## src/pkg/ipm_pkg.sv

```systemverilog
// Shared constants, types and helpers of the interrupt and power-mode controller
package ipm_pkg;
  // Geometry
  localparam int NUM_SRC = 7;
  localparam int NUM_FLG = 9;
  localparam int ADDR_W = 4;
  localparam int DATA_W = 16;
  // Register offsets
  localparam logic [3:0] OFS_POWER = 4'h0;
  localparam logic [3:0] OFS_ENABLE = 4'h1;
  localparam logic [3:0] OFS_LVL_LO = 4'h2;
  localparam logic [3:0] OFS_LVL_HI = 4'h3;
  localparam logic [3:0] OFS_EXT_MODE = 4'h4;
  localparam logic [3:0] OFS_FLAGS = 4'h5;
  localparam logic [3:0] OFS_STATUS = 4'h6;
  // Power control field positions
  localparam int BIT_SLEEP = 0;
  localparam int BIT_PD = 1;
  // Status field positions
  localparam int STS_SVC_LSB = 0;
  localparam int STS_PM_LSB = 4;
  // Source indices in polling order
  localparam int SRC_EXT0 = 0;
  localparam int SRC_WDT = 1;
  localparam int SRC_CNT0 = 2;
  localparam int SRC_EXT1 = 3;
  localparam int SRC_CNT1 = 4;
  localparam int SRC_UART = 5;
  localparam int SRC_CNT2 = 6;
  // Hardware-cleared flags sit at their source index; the rest follow
  localparam int FLG_UART_TX = 5;
  localparam int FLG_UART_RX = 6;
  localparam int FLG_CNT2_OVF = 7;
  localparam int FLG_CNT2_TRIG = 8;
  localparam int NUM_HW_CLR = 5;
  // Vector addresses
  localparam logic [15:0] VEC_EXT0 = 16'h0003;
  localparam logic [15:0] VEC_WDT = 16'h0053;
  localparam logic [15:0] VEC_CNT0 = 16'h000B;
  localparam logic [15:0] VEC_EXT1 = 16'h0013;
  localparam logic [15:0] VEC_CNT1 = 16'h001B;
  localparam logic [15:0] VEC_UART = 16'h0023;
  localparam logic [15:0] VEC_CNT2 = 16'h002B;
  // Reset values
  localparam logic [1:0] RST_POWER = 2'h0;
  localparam logic [6:0] RST_ENABLE = 7'h00;
  localparam logic [6:0] RST_LVL = 7'h00;
  localparam logic [1:0] RST_EXT_MODE = 2'h0;
  localparam logic [8:0] RST_FLAGS = 9'h000;
  // Least low time of a waking pin, kept by the far side
  localparam int WAKE_LOW_CLK = 1024;

  // Power-mode sequencer states
  typedef enum logic [1:0] {
    PM_RUN = 2'b00,
    PM_DOWN = 2'b01,
    PM_WAKE = 2'b10,
    PM_SERVE = 2'b11
  } ipm_pm_state_t;

  // Vector address of a source index
  function automatic logic [15:0] vec_of(input logic [2:0] idx);
    case (idx)
      3'h0: vec_of = VEC_EXT0;
      3'h1: vec_of = VEC_WDT;
      3'h2: vec_of = VEC_CNT0;
      3'h3: vec_of = VEC_EXT1;
      3'h4: vec_of = VEC_CNT1;
      3'h5: vec_of = VEC_UART;
      3'h6: vec_of = VEC_CNT2;
      default: vec_of = 16'h0000;
    endcase
  endfunction

  // Highest level in service: {valid, level}
  function automatic logic [2:0] top_level(input logic [3:0] svc);
    if (svc[3]) top_level = 3'h7;
    else if (svc[2]) top_level = 3'h6;
    else if (svc[1]) top_level = 3'h5;
    else if (svc[0]) top_level = 3'h4;
    else top_level = 3'h0;
  endfunction
endpackage

```

## src/rtl/ipm_pin_sync.sv

```systemverilog
// Three-stage synchroniser with agreement filter for a pin input
`timescale 1ns/100ps
module ipm_pin_sync (
  input wire logic i_clk,
  input wire logic i_rstn,
  input wire logic i_pin,
  output logic o_level
);
  // Stage chain; pins idle high
  logic s1_q;
  logic s2_q;
  logic s3_q;

  // First stage is read by the second only
  always_ff @(posedge i_clk or negedge i_rstn)
  begin
    if (!i_rstn)
    begin
      s1_q <= 1'b1;
      s2_q <= 1'b1;
      s3_q <= 1'b1;
    end
    else
    begin
      s1_q <= i_pin;
      s2_q <= s1_q;
      s3_q <= s2_q;
    end
  end

  // Level moves only when stages two and three agree
  always_ff @(posedge i_clk or negedge i_rstn)
  begin
    if (!i_rstn)
      o_level <= 1'b1;
    else if (s2_q == s3_q)
      o_level <= s3_q;
  end
endmodule // ipm_pin_sync

```

## src/rtl/ipm_arbiter.sv

```systemverilog
// Combinational level-and-order arbiter over the seven sources
`timescale 1ns/100ps
module ipm_arbiter (
  input wire logic [6:0] i_req,
  input wire logic [6:0] i_lvl_lo,
  input wire logic [6:0] i_lvl_hi,
  input wire logic i_floor_valid,
  input wire logic [1:0] i_floor_lvl,
  output logic o_valid,
  output logic [2:0] o_idx,
  output logic [1:0] o_lvl
);
  // Walk from last to first so that ties go to the earlier source
  always_comb
  begin
    logic [1:0] lvl;
    lvl = 2'h0;
    o_valid = 1'b0;
    o_idx = 3'h0;
    o_lvl = 2'h0;
    for (int i = ipm_pkg::NUM_SRC - 1; i >= 0; i--)
    begin
      lvl = {i_lvl_hi[i], i_lvl_lo[i]};
      // Only strictly higher than the running level may preempt
      if (i_req[i] && (!i_floor_valid || lvl > i_floor_lvl) && (!o_valid || lvl >= o_lvl))
      begin
        o_valid = 1'b1;
        o_idx = 3'(i);
        o_lvl = lvl;
      end
    end
  end
endmodule // ipm_arbiter

```

## src/rtl/ipm_top.sv

```systemverilog
// Interrupt arbitration and idle / power-down control for the small core
// What this block does
// - Seven sources, each one of four levels.
// - Fixed vectors; equal levels resolve by polling order.
// - Only level-mode external pins wake power-down.
// - Power control bit 0 enters idle.
// - Idle freezes PC; clock and interrupts run.
// - Idle leaves RAM and registers untouched.
// - Taken interrupt clears sleep bit, resumes after.
// - Hardware reset aborts modes like power-on.
// - Idle holds both strobes high.
// - Power control bit 1 enters power-down.
// - Power-down stops clock, keeps all contents.
// - Power-down drives both strobes low.
// - Only level external interrupt or reset exits.
// - Taking waking interrupt clears power-down bit.
// - After pin returns high, service then resume.
//
// The address map and the strobed register port were chosen for this implementation.
`timescale 1ns/100ps
module ipm_top (
  input wire logic i_clk,
  input wire logic i_rstn,
  input wire logic [3:0] i_addr,
  input wire logic [15:0] i_wdata,
  input wire logic i_wr,
  input wire logic i_rd,
  input wire logic i_ext_int0_n,
  input wire logic i_ext_int1_n,
  input wire logic i_wdt_evt,
  input wire logic i_cnt0_ovf,
  input wire logic i_cnt1_ovf,
  input wire logic i_cnt2_ovf,
  input wire logic i_cnt2_trig,
  input wire logic i_uart_tx_done,
  input wire logic i_uart_rx_done,
  input wire logic i_int_ack,
  input wire logic i_reti,
  input wire logic i_core_ale,
  input wire logic i_core_program_store_strobe_n_n,
  output logic [15:0] o_rdata,
  output logic o_int_req,
  output logic [15:0] o_vector,
  output logic o_pc_hold,
  output logic o_clk_stop,
  output logic o_ale,
  output logic o_program_store_strobe_n
);
  // Software-visible state
  logic sleep_request_bit_q;
  logic powerdown_request_bit_q;
  logic [6:0] enable_q; // Per-source enables in polling order
  logic [6:0] lvl_lo_q; // Low bit of each source level
  logic [6:0] lvl_hi_q; // High bit of each source level
  logic [1:0] ext_mode_q; // Set = edge mode, clear = level mode
  logic [8:0] flags_q; // Sticky event flags
  logic [3:0] in_svc_q; // One bit per level being serviced
  // Pin and arbitration signals
  logic ext0_lvl;
  logic ext1_lvl;
  logic ext0_prev_q;
  logic ext1_prev_q;
  logic ext_int0_pending;
  logic ext_int1_pending;
  logic [6:0] src_pend;
  logic [6:0] arb_req;
  logic arb_valid;
  logic [2:0] arb_idx;
  logic [1:0] arb_lvl;
  logic [2:0] floor;
  logic [2:0] cur_idx_q; // Source of the request on offer
  logic [1:0] cur_lvl_q; // Its level
  // Power-mode sequencer
  ipm_pkg::ipm_pm_state_t pm_q;
  logic [2:0] wake_idx_q; // External source that woke the part
  logic wake_lvl_now;
  logic wake_hit0;
  logic wake_hit1;
  logic wr_power;

  // Pins come from outside the clock domain
  ipm_pin_sync u_sync0 (
    .i_clk(i_clk),
    .i_rstn(i_rstn),
    .i_pin(i_ext_int0_n),
    .o_level(ext0_lvl)
  );
  ipm_pin_sync u_sync1 (
    .i_clk(i_clk),
    .i_rstn(i_rstn),
    .i_pin(i_ext_int1_n),
    .o_level(ext1_lvl)
  );

  // Previous filtered pin levels for falling-edge capture
  always_ff @(posedge i_clk or negedge i_rstn)
  begin
    if (!i_rstn)
    begin
      ext0_prev_q <= 1'b1;
      ext1_prev_q <= 1'b1;
    end
    else
    begin
      ext0_prev_q <= ext0_lvl;
      ext1_prev_q <= ext1_lvl;
    end
  end

  // event flags set
  // Set wins over both software and acknowledge clear
  always_ff @(posedge i_clk or negedge i_rstn)
  begin
    logic [8:0] set_v;
    logic [8:0] clr_v;
    if (!i_rstn)
      flags_q <= ipm_pkg::RST_FLAGS;
    else
    begin
      // Reset test stays first so the flops map onto async-reset cells
      set_v = '0;
      clr_v = '0;
      set_v[ipm_pkg::SRC_EXT0] = ext0_prev_q & ~ext0_lvl;
      set_v[ipm_pkg::SRC_WDT] = i_wdt_evt;
      set_v[ipm_pkg::SRC_CNT0] = i_cnt0_ovf;
      set_v[ipm_pkg::SRC_EXT1] = ext1_prev_q & ~ext1_lvl;
      set_v[ipm_pkg::SRC_CNT1] = i_cnt1_ovf;
      set_v[ipm_pkg::FLG_UART_TX] = i_uart_tx_done;
      set_v[ipm_pkg::FLG_UART_RX] = i_uart_rx_done;
      set_v[ipm_pkg::FLG_CNT2_OVF] = i_cnt2_ovf;
      set_v[ipm_pkg::FLG_CNT2_TRIG] = i_cnt2_trig;
      if (i_wr && i_addr == ipm_pkg::OFS_FLAGS)
        clr_v = i_wdata[8:0];
      // Vectoring clears the flags of sources with a single cause
      if (i_int_ack && int'(cur_idx_q) < ipm_pkg::NUM_HW_CLR)
        clr_v[cur_idx_q] = 1'b1;
      flags_q <= (flags_q & ~clr_v) | set_v;
    end
  end

  // combined pending
  // Uart and counter 2 each merge two causes
  assign ext_int0_pending = ext_mode_q[0] ? flags_q[ipm_pkg::SRC_EXT0] : ~ext0_lvl;
  assign ext_int1_pending = ext_mode_q[1] ? flags_q[ipm_pkg::SRC_EXT1] : ~ext1_lvl;
  assign src_pend = {flags_q[ipm_pkg::FLG_CNT2_OVF] | flags_q[ipm_pkg::FLG_CNT2_TRIG],
                     flags_q[ipm_pkg::FLG_UART_TX] | flags_q[ipm_pkg::FLG_UART_RX],
                     flags_q[ipm_pkg::SRC_CNT1], ext_int1_pending, flags_q[ipm_pkg::SRC_CNT0],
                     flags_q[ipm_pkg::SRC_WDT], ext_int0_pending};

  // power-down gating
  // Asleep nothing arbitrates; while serving the wake only that source does
  always_comb
  begin
    arb_req = '0;
    case (pm_q)
      ipm_pkg::PM_RUN: arb_req = src_pend & enable_q;
      ipm_pkg::PM_SERVE: arb_req[wake_idx_q] = 1'b1;
      default: arb_req = '0;
    endcase
  end

  assign floor = ipm_pkg::top_level(in_svc_q);

  ipm_arbiter u_arb (
    .i_req(arb_req),
    .i_lvl_lo(lvl_lo_q),
    .i_lvl_hi(lvl_hi_q),
    .i_floor_valid(floor[2]),
    .i_floor_lvl(floor[1:0]),
    .o_valid(arb_valid),
    .o_idx(arb_idx),
    .o_lvl(arb_lvl)
  );

  // vector on offer
  // Drop the request in the ack cycle so a stale winner is never offered twice
  always_ff @(posedge i_clk or negedge i_rstn)
  begin
    if (!i_rstn)
    begin
      o_int_req <= 1'b0;
      o_vector <= 16'h0000;
      cur_idx_q <= 3'h0;
      cur_lvl_q <= 2'h0;
    end
    else
    begin
      o_int_req <= arb_valid & ~i_int_ack;
      o_vector <= ipm_pkg::vec_of(arb_idx);
      cur_idx_q <= arb_idx;
      cur_lvl_q <= arb_lvl;
    end
  end

  // nested service levels
  // Return retires the highest active level only
  always_ff @(posedge i_clk or negedge i_rstn)
  begin
    logic [3:0] nxt;
    if (!i_rstn)
      in_svc_q <= 4'h0;
    else
    begin
      nxt = in_svc_q;
      if (i_reti && floor[2])
        nxt[floor[1:0]] = 1'b0;
      if (i_int_ack && o_int_req)
        nxt[cur_lvl_q] = 1'b1;
      in_svc_q <= nxt;
    end
  end

  // Configuration registers
  always_ff @(posedge i_clk or negedge i_rstn)
  begin
    if (!i_rstn)
    begin
      enable_q <= ipm_pkg::RST_ENABLE;
      lvl_lo_q <= ipm_pkg::RST_LVL;
      lvl_hi_q <= ipm_pkg::RST_LVL;
      ext_mode_q <= ipm_pkg::RST_EXT_MODE;
    end
    else if (i_wr)
    begin
      case (i_addr)
        ipm_pkg::OFS_ENABLE: enable_q <= i_wdata[6:0];
        ipm_pkg::OFS_LVL_LO: lvl_lo_q <= i_wdata[6:0];
        ipm_pkg::OFS_LVL_HI: lvl_hi_q <= i_wdata[6:0];
        ipm_pkg::OFS_EXT_MODE: ext_mode_q <= i_wdata[1:0];
        default: ;
      endcase
    end
  end

  assign wr_power = i_wr && i_addr == ipm_pkg::OFS_POWER;

  // idle request bit
  // A write in the ack cycle wins, so a fresh idle request is kept
  always_ff @(posedge i_clk or negedge i_rstn)
  begin
    if (!i_rstn)
      sleep_request_bit_q <= ipm_pkg::RST_POWER[ipm_pkg::BIT_SLEEP];
    else if (wr_power)
      sleep_request_bit_q <= i_wdata[ipm_pkg::BIT_SLEEP];
    else if (i_int_ack && o_int_req)
      sleep_request_bit_q <= 1'b0;
  end

  always_ff @(posedge i_clk or negedge i_rstn)
  begin
    if (!i_rstn)
      powerdown_request_bit_q <= ipm_pkg::RST_POWER[ipm_pkg::BIT_PD];
    else if (wr_power)
      powerdown_request_bit_q <= i_wdata[ipm_pkg::BIT_PD];
    else if (pm_q == ipm_pkg::PM_SERVE && i_int_ack && o_int_req)
      powerdown_request_bit_q <= 1'b0;
  end

  // Level-mode, enabled, pin held low
  assign wake_hit0 = ~ext_mode_q[0] & enable_q[ipm_pkg::SRC_EXT0] & ~ext0_lvl;
  assign wake_hit1 = ~ext_mode_q[1] & enable_q[ipm_pkg::SRC_EXT1] & ~ext1_lvl;
  assign wake_lvl_now = (wake_idx_q == 3'(ipm_pkg::SRC_EXT0)) ? ext0_lvl : ext1_lvl;

  // power-down sequencer
  // Only a level-mode pin leaves DOWN; reset is the other exit
  always_ff @(posedge i_clk or negedge i_rstn)
  begin
    if (!i_rstn)
    begin
      pm_q <= ipm_pkg::PM_RUN;
      wake_idx_q <= 3'h0;
    end
    else
    begin
      case (pm_q)
        ipm_pkg::PM_RUN:
          if (powerdown_request_bit_q)
            pm_q <= ipm_pkg::PM_DOWN;
        ipm_pkg::PM_DOWN:
          // Pin 0 wins when both pins wake together
          if (wake_hit0 || wake_hit1)
          begin
            pm_q <= ipm_pkg::PM_WAKE;
            wake_idx_q <= wake_hit0 ? 3'(ipm_pkg::SRC_EXT0) : 3'(ipm_pkg::SRC_EXT1);
          end
        // wait for pin release
        // Low time is the far side's duty; the oscillator restarts meanwhile
        ipm_pkg::PM_WAKE:
          if (wake_lvl_now)
            pm_q <= ipm_pkg::PM_SERVE;
        ipm_pkg::PM_SERVE:
          if (i_int_ack && o_int_req)
            pm_q <= ipm_pkg::PM_RUN;
        default: pm_q <= ipm_pkg::PM_RUN;
      endcase
    end
  end

  // nothing here writes core state while halted
  always_ff @(posedge i_clk or negedge i_rstn)
  begin
    if (!i_rstn)
    begin
      o_pc_hold <= 1'b0;
      o_clk_stop <= 1'b0;
    end
    else
    begin
      o_pc_hold <= sleep_request_bit_q | powerdown_request_bit_q;
      o_clk_stop <= pm_q == ipm_pkg::PM_DOWN;
    end
  end

  // strobes low when down
  // High at reset, as the core expects during its own reset
  always_ff @(posedge i_clk or negedge i_rstn)
  begin
    if (!i_rstn)
    begin
      o_ale <= 1'b1;
      o_program_store_strobe_n <= 1'b1;
    end
    else if (pm_q == ipm_pkg::PM_DOWN || pm_q == ipm_pkg::PM_WAKE)
    begin
      o_ale <= 1'b0;
      o_program_store_strobe_n <= 1'b0;
    end
    else if (sleep_request_bit_q || powerdown_request_bit_q)
    begin
      o_ale <= 1'b1;
      o_program_store_strobe_n <= 1'b1;
    end
    else
    begin
      o_ale <= i_core_ale;
      o_program_store_strobe_n <= i_core_program_store_strobe_n_n;
    end
  end

  // Read data one cycle after the strobe, zero otherwise
  always_ff @(posedge i_clk or negedge i_rstn)
  begin
    if (!i_rstn)
      o_rdata <= 16'h0000;
    else if (!i_rd)
      o_rdata <= 16'h0000;
    else
    begin
      case (i_addr)
        ipm_pkg::OFS_POWER: o_rdata <= {14'h0000, powerdown_request_bit_q, sleep_request_bit_q};
        ipm_pkg::OFS_ENABLE: o_rdata <= {9'h000, enable_q};
        ipm_pkg::OFS_LVL_LO: o_rdata <= {9'h000, lvl_lo_q};
        ipm_pkg::OFS_LVL_HI: o_rdata <= {9'h000, lvl_hi_q};
        ipm_pkg::OFS_EXT_MODE: o_rdata <= {14'h0000, ext_mode_q};
        ipm_pkg::OFS_FLAGS: o_rdata <= {7'h00, flags_q};
        ipm_pkg::OFS_STATUS: o_rdata <= {10'h000, pm_q, in_svc_q};
        default: o_rdata <= 16'h0000;
      endcase
    end
  end
endmodule // ipm_top

```

## config.mk

```make
export PLATFORM = sky130hd
export DESIGN_NAME = ipm_top
export DESIGN_NICKNAME = d
export VERILOG_FILES = /design/src/pkg/ipm_pkg.sv /design/src/rtl/ipm_pin_sync.sv /design/src/rtl/ipm_arbiter.sv /design/src/rtl/ipm_top.sv
export SDC_FILE = /design/constraint.sdc
export NUM_CORES = 1
export LEC_CHECK = 0
export BUFFER_PORTS_ARGS = -buffer_cell sky130_fd_sc_hd__buf_2
export CAP_MARGIN = 25
export CORE_UTILIZATION = 55
export DETAILED_ROUTE_END_ITERATION = 6
export GPL_ROUTABILITY_DRIVEN = 0
export PLACE_DENSITY = 0.78
export SYNTH_ARGS = -nofsm -noshare
export SYNTH_HDL_FRONTEND = slang
export SYNTH_SLANG_ARGS = --single-unit
```

## constraint.sdc

```tcl
create_clock -name i_clk -period 10.28 [get_ports i_clk]
set_input_delay 2.056 -clock i_clk [delete_from_list [all_inputs] [get_ports i_clk]]
set_output_delay 2.056 -clock i_clk [all_outputs]
set_load 0.01 [all_outputs]
```

# Yosys cells after proc, flatten, opt, wreduce, memory -nomap -nowiden
# Index checks and enable logic that the tools add are counted.
[totals] register_bits=95 in_bits=37 output_inout_bits=37 elab_cells=212
[op_classes] order_cmp=22 n_eq_ne=21 muxes=58 bitwise_logic=23 reduce_logical=59
[ops] cell="$pmux 9 s7" count=1
[ops] cell="$pmux 7 s7" count=1
[ops] cell="$mux 3" count=11
[ops] cell="$mux 9" count=3
[ops] cell="$logic_and 1x1->1" count=24
[ops] cell="$mux 2" count=12
[ops] cell="$mux 1" count=22
[ops] cell="$logic_or 1x1->1" count=16
[ops] cell="$gt 2x2->1" count=7
[ops] cell="$pmux 7 s2" count=1
[ops] cell="$eq 4x3->1 const B" count=3
[ops] cell="$ge 2x2->1" count=6
[ops] cell="$reduce_and 2->1" count=5
[ops] cell="$and 9x9->9" count=1
[ops] cell="$eq 3x3->1 const B" count=3
[ops] cell="$not 9->9" count=1
[ops] cell="$or 9x8->9" count=1
[ops] cell="$or 9x9->9" count=1
[ops] cell="$eq 4x2->1 const B" count=2
[ops] cell="$mux 4" count=2
[ops] cell="$pmux 2 s4" count=1
[ops] cell="$and 1x1->1" count=7
[ops] cell="$and 7x7->7" count=1
[ops] cell="$logic_not 1->1" count=7
[ops] cell="other kinds (26)" count=44

# Longest topological paths before layout
# Gate-level depths: netlist of the first run.
[logic_depth] word_depth=34 depth_mapped=46 ltp_nobuf=45

# Cells and area by module
# A second synthesis of the first run with hierarchy kept.
[hier_totals] hier_cells=420 hier_area_um2=4536.9
[by_module_without_submodules] mod="ipm_top" n_inst=1 cells_each=278 area_each_um2=3193.1 seq_area_each_um2=1681.6
[by_module_without_submodules] mod="ipm_arbiter" n_inst=1 cells_each=132 area_each_um2=1111.1 seq_area_each_um2=0.0
[by_module_without_submodules] mod="ipm_pin_sync" n_inst=2 cells_each=5 area_each_um2=116.4 seq_area_each_um2=105.1

# Least setup slack after synthesis of the first run
# No wires, ideal clock.
[synth_path] kind="register -> register" start="reg in_svc_q[3]" end="reg cur_lvl_q[0]" setup_ns=0.125 t_arrival_ns=8.525 setup_slack_ns=1.630 stages_incl_launch_ff=45 synth_period_minus_slack_ns=8.650 cell_sequence="dfrtp_1 -> nor2_1 -> ha_1 -> nor2b_1 -> o21ai_0 -> a21oi_2 -> and2_1 -> ha_1 -> nand2b_1 -> a21o_1 -> a211o_1 -> nand3_1 -> nand2_1 -> ha_1 -> nand2b_1 -> a21o_1 -> a211oi_1 -> or3_1 -> (+9 left out) -> ha_1 -> nand2b_1 -> a21oi_1 -> o41ai_1 -> a22o_1 -> o22ai_1 -> inv_1 -> ha_1 -> nand2b_1 -> a21oi_1 -> o21ai_0 -> nand2_1 -> mux2i_1 -> ha_1 -> nand2b_1 -> a21oi_1 -> a21o_1 -> mux2_2"
[synth_via] elab_chain_len=29
[synth_lines] item="start, declared" line="ipm_top.sv:57" source="logic [3:0] in_svc_q;"
[synth_lines] item="start signal, assigned" line="ipm_top.sv:209" source="in_svc_q <= nxt;"
[synth_lines] item="$mux 3 *" line="ipm_pkg.sv:77" source="if (svc[3]) top_level = 3'h7;"
[synth_lines] item="$gt 2x2->1 / $logic_not 1->1 (equally long branches)" line="ipm_arbiter.sv:25" source="if (i_req[i] && (!i_floor_valid || lvl > i_floor_lvl) && (!o_valid || lvl >= o_lvl))"
[synth_lines] item="$logic_or 1x1->1" line="ipm_arbiter.sv:25"
[synth_lines] item="$logic_and 1x1->1" line="ipm_arbiter.sv:25"
[synth_lines] item="$mux 2 / $mux 1 (equally long branches)" line="ipm_arbiter.sv:25"
[synth_lines] item="$ge 2x2->1 / $logic_not 1->1 (equally long branches)" line="ipm_arbiter.sv:25"
[synth_lines] item="$logic_or 1x1->1" line="ipm_arbiter.sv:25"
[synth_lines] item="$logic_and 1x1->1" line="ipm_arbiter.sv:25"
[synth_lines] item="(+14 left out)"
[synth_lines] item="$logic_or 1x1->1" line="ipm_arbiter.sv:25"
[synth_lines] item="$logic_and 1x1->1" line="ipm_arbiter.sv:25"
[synth_lines] item="$mux 2 / $mux 1 (equally long branches)" line="ipm_arbiter.sv:25"
[synth_lines] item="$ge 2x2->1 / $logic_not 1->1 (equally long branches)" line="ipm_arbiter.sv:25"
[synth_lines] item="$logic_or 1x1->1" line="ipm_arbiter.sv:25"
[synth_lines] item="$logic_and 1x1->1" line="ipm_arbiter.sv:25"
[synth_lines] item="$mux 2 *" line="ipm_arbiter.sv:25"
[synth_lines] item="via arb_lvl[0]" line="ipm_top.sv:69" source="logic [1:0] arb_lvl;"
[synth_lines] item="end signal, assigned" line="ipm_top.sv:191" source="cur_lvl_q <= arb_lvl;"
[synth_lines] item="end, declared" line="ipm_top.sv:72" source="logic [1:0] cur_lvl_q;"
# Mark *: on every way through the listed nets, which the timed path passes. The rest lies on a longest branch.
# A chain may end at the register's enable or synchronous reset.

# Final worst setup path of the first run
[layout_path] start="reg pm_q[0]" end="reg o_vector[4]"
[layout_via] elab_chain_len=30
[layout_lines] item="start, declared" line="ipm_top.sv:74" source="ipm_pkg::ipm_pm_state_t pm_q;"
[layout_lines] item="start signal, assigned" line="ipm_top.sv:270" source="pm_q <= ipm_pkg::PM_RUN;"
[layout_lines] item="start signal, assigned" line="ipm_top.sv:278" source="pm_q <= ipm_pkg::PM_DOWN;"
[layout_lines] item="start signal, assigned" line="ipm_top.sv:283" source="pm_q <= ipm_pkg::PM_WAKE;"
[layout_lines] item="$eq 2x2->1 / $logic_not 2->1 (equally long branches)" line="ipm_top.sv:155" source="case (pm_q)"
[layout_lines] item="$pmux 7 s2 *" line="ipm_top.sv:155"
[layout_lines] item="$logic_and 1x1->1" line="ipm_arbiter.sv:25"
[layout_lines] item="$mux 2 / $mux 1 (equally long branches)" line="ipm_arbiter.sv:25"
[layout_lines] item="$ge 2x2->1 / $logic_not 1->1 (equally long branches)" line="ipm_arbiter.sv:25"
[layout_lines] item="$logic_or 1x1->1" line="ipm_arbiter.sv:25"
[layout_lines] item="$logic_and 1x1->1" line="ipm_arbiter.sv:25"
[layout_lines] item="$mux 2 / $mux 1 (equally long branches)" line="ipm_arbiter.sv:25"
[layout_lines] item="(+14 left out)"
[layout_lines] item="$logic_and 1x1->1" line="ipm_arbiter.sv:25"
[layout_lines] item="$mux 2 / $mux 1 (equally long branches)" line="ipm_arbiter.sv:25"
[layout_lines] item="$ge 2x2->1 / $logic_not 1->1 (equally long branches)" line="ipm_arbiter.sv:25"
[layout_lines] item="$logic_or 1x1->1" line="ipm_arbiter.sv:25"
[layout_lines] item="$logic_and 1x1->1" line="ipm_arbiter.sv:25"
[layout_lines] item="$mux 3 *" line="ipm_arbiter.sv:25"
[layout_lines] item="$eq 3x3->1, or another cell as far along" line="ipm_pkg.sv:63" source="case (idx)"
[layout_lines] item="$pmux 7 s7 *" line="ipm_pkg.sv:63"
[layout_lines] item="end signal, assigned" line="ipm_top.sv:189" source="o_vector <= ipm_pkg::vec_of(arb_idx);"
[layout_lines] item="end, declared" line="ipm_top.sv:43" source="output logic [15:0] o_vector,"
# Mark *: on every way between the ends. The rest lies on a longest branch, timed or not.

==> impl_metrics.yaml, run 1 <==
timing:
  rsz0062_at_grt: "no"
  setup_viol: 0
  whs_ns: 0.359
  tightest_slew_ns: 0.914
  skew_ns: 0.0119
  fmax_mhz: 105
  slew_headroom_pct: 39.1
  slew_viol_final: 0
  finalCriticalPeriod_ns: 9.53
  hold_viol: 0
  setup-tns-final_ns: 0
  period_share_pct: 92.7
route:
  routed_via_density: 5.91
  first_pass_iters: 5
  route.detailed.drc: 0
  finalWirelength_mm: 10.2
  initialDrtViolationCount: 203
  vias: 3462
  drtAntennaViolNets: 0
  wl_per_cell_um: 17.5
clocking:
  cts_made_buffers: 9
  postCtsSetupBuffers: 0
  ctsResizeCount: 0
  cts_hold_buffers: 0
  cts_tree: "built"
  cts_root_buf: "clkbuf_8"
  h-tree-depth: 3
  clkTransAtPathRegs_ns: 0.08
  clockBufferDepth: 2
  clkSinkCount: 75
  clk_latency_ns: 0.35
yosys:
  seq_area_frac_synth_pct: 43.5
  synthMuxAreaShare_pct: 6.47
  synth_xor_area_share_pct: 0
  synth_edf_count: 0
  syn-cell-area_um2: 4350
  synth_compound_area_share_pct: 18.8
  yosysTopAreaCell: "dfrtp_1"
  synth.distinct_cells: 63
  synth-simple-area-share_pct: 15.8
  post-synth-top-count-cell: "dfrtp_1"
  synth_area_per_cell_um2: 10.2
  syn-instance-count: 425
  yosys.area.top_type_share_pct: 36.3
  synth_area_leaders: "dfrtp_1, ha_1, dfstp_2"
  synthAdderAreaFrac_pct: 9.38
  ys_ff_latch: 75
  ys_async_sr_fraction_pct: 100
  yosys_warnings: 0
  synth_top_family_by_area: "compound AO/OA/AOI/OAI gates"
  synth_ff_type: "dfrtp_1"
  ys_top_cells_by_count: "dfrtp_1, nand2_1, ha_1"
global_route:
  grt_pass1_wl_mm: 16.4
  grt_antenna_before_repair: 0
  grt_pass1_vias: 3418
  grt_max_degree: 76
  grt_use_total_pct: 26.0
  gr-total-overflow: 0
min_path:
  hp-class: "flip-flop to flip-flop"
  hold_start: "u_sync1.s1_q$_DFF_PN1_"
place:
  place_area_um2: 4630
  dp_hpwl_mm: 7.57
  io_buffers: 49
  dp_cells: 570
die:
  dieArea_um2: 8260
  die_y_um: 90.9
  ios: 74
  start_util_pct: 56.6
  rows: 32
  die_w_um: 90.9
  coreArea_um2: 7690
setup_path:
  critPathLaunchType: "flip-flop"
  crit_required_ns: 10.52
  end_kind: "flip-flop"
  cp_common_cell: "ha_1"
  crit_type: "flip-flop to flip-flop"
  crit_path_start: "pm_q[0]$_DFFE_PN0P_"
  crit_fanout: 9
  max_stage_delay_ns: 0.47
  cp_slowest_cell: "dfrtp_1"
  arrival_ns: 9.76
  r2r-start: "pm_q[0]$_DFFE_PN0P_"
power:
  powerDensity_nw_per_um2: 234
  p_leak_uw: 0.00225
  power.total_uw: 1130
  ir_drop_mv: 0.171
finish:
  diodes: 0
  final_cells: 586
  area_growth_pct: 11.3
  nets: 547
  seqCellArea_um2: 1890
  drive_gt1_share_pct: 26.2
  fillers: 655
  multi_input_area_um2: 2260
  stdcell_area_um2: 4840
run_status:
  status: "finished clean"
flow_run:
  cap_violations: 0
[registers in the layout, summed over array words and instances (netlist names), 2 cells and up]
name,cells
lvl_hi_q,7
pm_q,2
cur_idx_q,3
flags_q,9
o_rdata,9
lvl_lo_q,7
o_vector,5
ext_mode_q,2
in_svc_q,4
enable_q,7
cur_lvl_q,2
[cell type report]
class | instances | share of cell area (%)
clock inverters | 6 | 1.45
inverters | 21 | 1.63
repair buffers | 52 | 5.59
flip-flops and latches | 75 | 39.1
multi-input cells | 320 | 46.7
clock buffers | 10 | 2.85
well taps | 102 | 2.64
[cells in the final DEF, fill, tap and decap left out, drive strengths merged, types with 10 or more instances in the layout]
master  netlist  final
conb          2     18
inv          21     23
ha           31     31
dfstp        12     12
a22oi        12     12
nand2        44     44
o21ai        23     23
dfrtp        63     63
nor2         19     19
nor2b        10     10
a21o         13     13
a21oi        18     18
mux2         22     22
clkbuf        5     10
nand2b       10     10
buf          20     52
nand3        16     16
[critical path, delay by kind of cell, from the launching register on]
family	cells	cell delay, ns
AO/OA/AOI/OAI	21	4.12
multiplexers	1	0.25
flip-flops	1	0.47
buffers and inverters	4	0.57
AND/OR/NAND/NOR	13	2.09
adder cells (fa/ha/maj)	7	1.90
[kinds of logic (layout without fill, tap and decap cells)]
group / after synthesis / after routing
flops: 75 / 75
buf+inv: 46 / 89
compound gates: 111 / 111
fa+ha+maj: 33 / 33
mux: 25 / 25
simple gates: 133 / 133
other cells: 2 / 18
[per-layer routing]
metal / wire, um / track usage, % / vias up / part of all wire (%)
met4: 232 / 11.0 / 0 / 2.3
met5: 0 / 0 / - / 0
li1: - / - / 1614 / -
met3: 514 / 4.71 / 17 / 5.0
met2: 4960 / 42.7 / 118 / 48
met1: 4530 / 33.7 / 1713 / 44
[metrics by stage]
| stage | util [%] | worst slack [ns] |
|---|---|---|
| 5_1_grt | 62.9 | 0.0367 |
| 3_3_place_gp | 60.2 | 1.09 |
| 3_5_place_dp | 60.2 | 0.876 |
| 4_1_cts | 62.9 | 0.838 |
| 6_report | 62.9 | 0.752 |
| 2_1_floorplan | - | 1.63 |
[power by group]
part           internal [uW]  switching (uW)
clock network            120             116
registers                361            60.2
logic                    213             260
total                    695             436
[worst paths after layout]
kind,endpoint,slack (ns),depth (start not counted)
setup / recovery,o_vector[4]$_DFF_PN0_,0.75,46
hold / removal,u_sync1.s2_q$_DFF_PN1_,0.36,0
setup reg to reg,o_vector[4]$_DFF_PN0_,0.75,46
hold reg to reg,u_sync1.s2_q$_DFF_PN1_,0.36,0
max in group asynchronous,o_vector[1]$_DFF_PN0_,7.86,1
min in group asynchronous,flags_q[2]$_DFF_PN0_,1.84,1
(Power assumes the default switching activity.)
==> run 2: changes to the inputs <==
--- a/config.mk
+++ b/config.mk
@@ -7,10 +7,13 @@
 export LEC_CHECK = 0
 export BUFFER_PORTS_ARGS = -buffer_cell sky130_fd_sc_hd__buf_2
 export CAP_MARGIN = 25
-export CORE_UTILIZATION = 55
+export CELL_PAD_IN_SITES_DETAIL_PLACEMENT = 0
+export CELL_PAD_IN_SITES_GLOBAL_PLACEMENT = 1
+export CORE_UTILIZATION = 44
 export DETAILED_ROUTE_END_ITERATION = 6
 export GPL_ROUTABILITY_DRIVEN = 0
-export PLACE_DENSITY = 0.78
+export MAX_ROUTING_LAYER = met4
+export PLACE_DENSITY_LB_ADDON = 0.1
 export SYNTH_ARGS = -nofsm -noshare
 export SYNTH_HDL_FRONTEND = slang
 export SYNTH_SLANG_ARGS = --single-unit
==> run 2 against run 1 <==
Net effect:
- register-to-register slack better by 0.15 ns
- design area increased by 0.98%
- highest routed layer unchanged
- maximum frequency is 1.6% higher
- die area increased by 24%
- cell count rose by 4.8%
- critical endpoint unchanged
==> impl_metrics.yaml, run 2 (synthesis results as in run 1) <==
global_route:
  grt_max_degree: 76
  grt_pass1_vias: 3232
  gr-total-overflow: 0
  grt_antenna_before_repair: 0
  grt_use_total_pct: 22.6
  grt_pass1_wl_mm: 16.8
setup_path:
  r2r-start: "in_svc_q[3]$_DFF_PN0_"
  crit_fanout: 9
  r2r_cells: 44
  crit_type: "flip-flop to flip-flop"
  crit_path_start: "in_svc_q[3]$_DFF_PN0_"
  max_stage_delay_ns: 0.50
  critPathLaunchType: "flip-flop"
  reg2reg_setup_slack_ns: 0.90
  endpoint: "o_vector[4]$_DFF_PN0_"
  arrival_ns: 9.62
  crit_required_ns: 10.52
  worstReg2RegEnd: "o_vector[4]$_DFF_PN0_"
  cp_common_cell: "ha_1"
  cp_slowest_cell: "dfrtp_1"
  end_kind: "flip-flop"
clocking:
  cts_made_buffers: 9
  clkTransAtPathRegs_ns: 0.09
  ctsResizeCount: 0
  clockBufferDepth: 2
  cts_hold_buffers: 0
  postCtsSetupBuffers: 0
  cts_tree: "built"
  clk_latency_ns: 0.36
  clkSinkCount: 75
  cts_root_buf: "clkbuf_8"
  h-tree-depth: 3
die:
  ios: 74
  coreArea_um2: 9420
  rows: 35
  start_util_pct: 46.2
  dieArea_um2: 10300
  die_w_um: 101
  die_y_um: 101
finish:
  final_cells: 614
  area_growth_pct: 12.3
  stdcell_area_um2: 4880
  final_cell_mix: "dfrtp_1, buf_2, nand2_1"
  drive_gt1_share_pct: 26.4
  fillers: 876
  reg.largest.list: "flags_q (9), o_rdata (9)"
  final_common_cell: "dfrtp_1"
  nets: 548
  diodes: 0
route:
  route.detailed.drc: 0
  finalWirelength_mm: 10.4
  first_pass_iters: 4
  routed_via_density: 5.46
  drtAntennaViolNets: 0
  wl_per_cell_um: 17.0
  initialDrtViolationCount: 190
  vias: 3354
place:
  dp_hpwl_mm: 7.89
  io_buffers: 49
  place_area_um2: 4660
  dp_cells: 597
  pre_cts_ws_ns: 0.955
timing:
  setup_viol: 0
  slew_viol_final: 0
  finalCriticalPeriod_ns: 9.38
  slew_headroom_pct: 41.7
  period_share_pct: 91.2
  setup-tns-final_ns: 0
  skew_ns: 0.0137
  fin_ws_ns: 0.905
  fmax_mhz: 107
  tightest_slew_ns: 0.868
  hold_viol: 0
  whs_ns: 0.360
  rsz0062_at_grt: "no"
power:
  powerDensity_nw_per_um2: 229
  ir_drop_mv: 0.0948
  p_leak_uw: 0.00226
run_status:
  status: "finished clean"
min_path:
  hp-class: "flip-flop to flip-flop"
flow_run:
  cap_violations: 0
run 2: changes by cell type in the layout (fill, tap and decap cells not counted), sizes merged:
cell and change:
inv +1, clkinvlp -2, clkinv +3, buf +1, clkbuf -1, bufinv -1
run 2: power breakdown:
part           leakage (uW)  switching (uW)  total [uW]  internal (uW)
Sequential         0.000904            57.2         418            361
Clock             0.0000951             128         222           93.8
Combinational       0.00126             265         479            214
Total               0.00226             451        1120            669
run 2: worst min path at each step:
stage / slack (ns) / startpoint / cells after the start / endpoint
after floorplan: 0.35 / u_sync0.s1_q$_DFF_PN1_ / 0 / u_sync0.s2_q$_DFF_PN1_
after global routing: 0.37 / u_sync1.s1_q$_DFF_PN1_ / 0 / u_sync1.s2_q$_DFF_PN1_
after global placement: 0.35 / u_sync1.s1_q$_DFF_PN1_ / 0 / u_sync1.s2_q$_DFF_PN1_
after detailed placement: 0.35 / u_sync1.s1_q$_DFF_PN1_ / 0 / u_sync1.s2_q$_DFF_PN1_
after CTS: 0.36 / u_sync1.s1_q$_DFF_PN1_ / 0 / u_sync1.s2_q$_DFF_PN1_
final: 0.36 / u_sync1.s1_q$_DFF_PN1_ / 0 / u_sync1.s2_q$_DFF_PN1_
run 2: routing by layer:
metal	share of wire (%)	vias up	GRT usage [%]	wire length, um
li1	-	1618	-	-
met1	47	1644	30.9	4940
met2	46	81	34.4	4810
met3	5.4	11	4.07	559
met4	1.2	0	6.58	130
met5	0	-	-	0
run 2: worst max-delay path: cells and delay by family (launching register included):
family | cells | cell delay (ns)
adders and majority gates | 7 | 1.83
and+or+nand+nor | 14 | 2.35
muxes | 1 | 0.30
buffers and inverters | 1 | 0.07
DFF | 1 | 0.50
AOI/OAI and AO/OA | 21 | 4.22
run 2: metrics by stage:
stage / util (%) / power, uW
6_report: 51.9 / 1120
5_1_grt: 51.9 / 1210
4_1_cts: 51.6 / 1130
3_5_place_dp: 49.5 / 901
3_3_place_gp: 49.5 / 887
2_1_floorplan: - / 772
run 2: layout make-up:
type	count	area (um^2)	share of cell area, %
clock buffer	9	124	2.54
tap	129	161	3.30
sequential	75	1890	38.7
inverter	21	78.8	1.61
clock inverter	7	70.1	1.43
multi-input combinational	320	2260	46.3
timing repair buffer	53	298	6.10
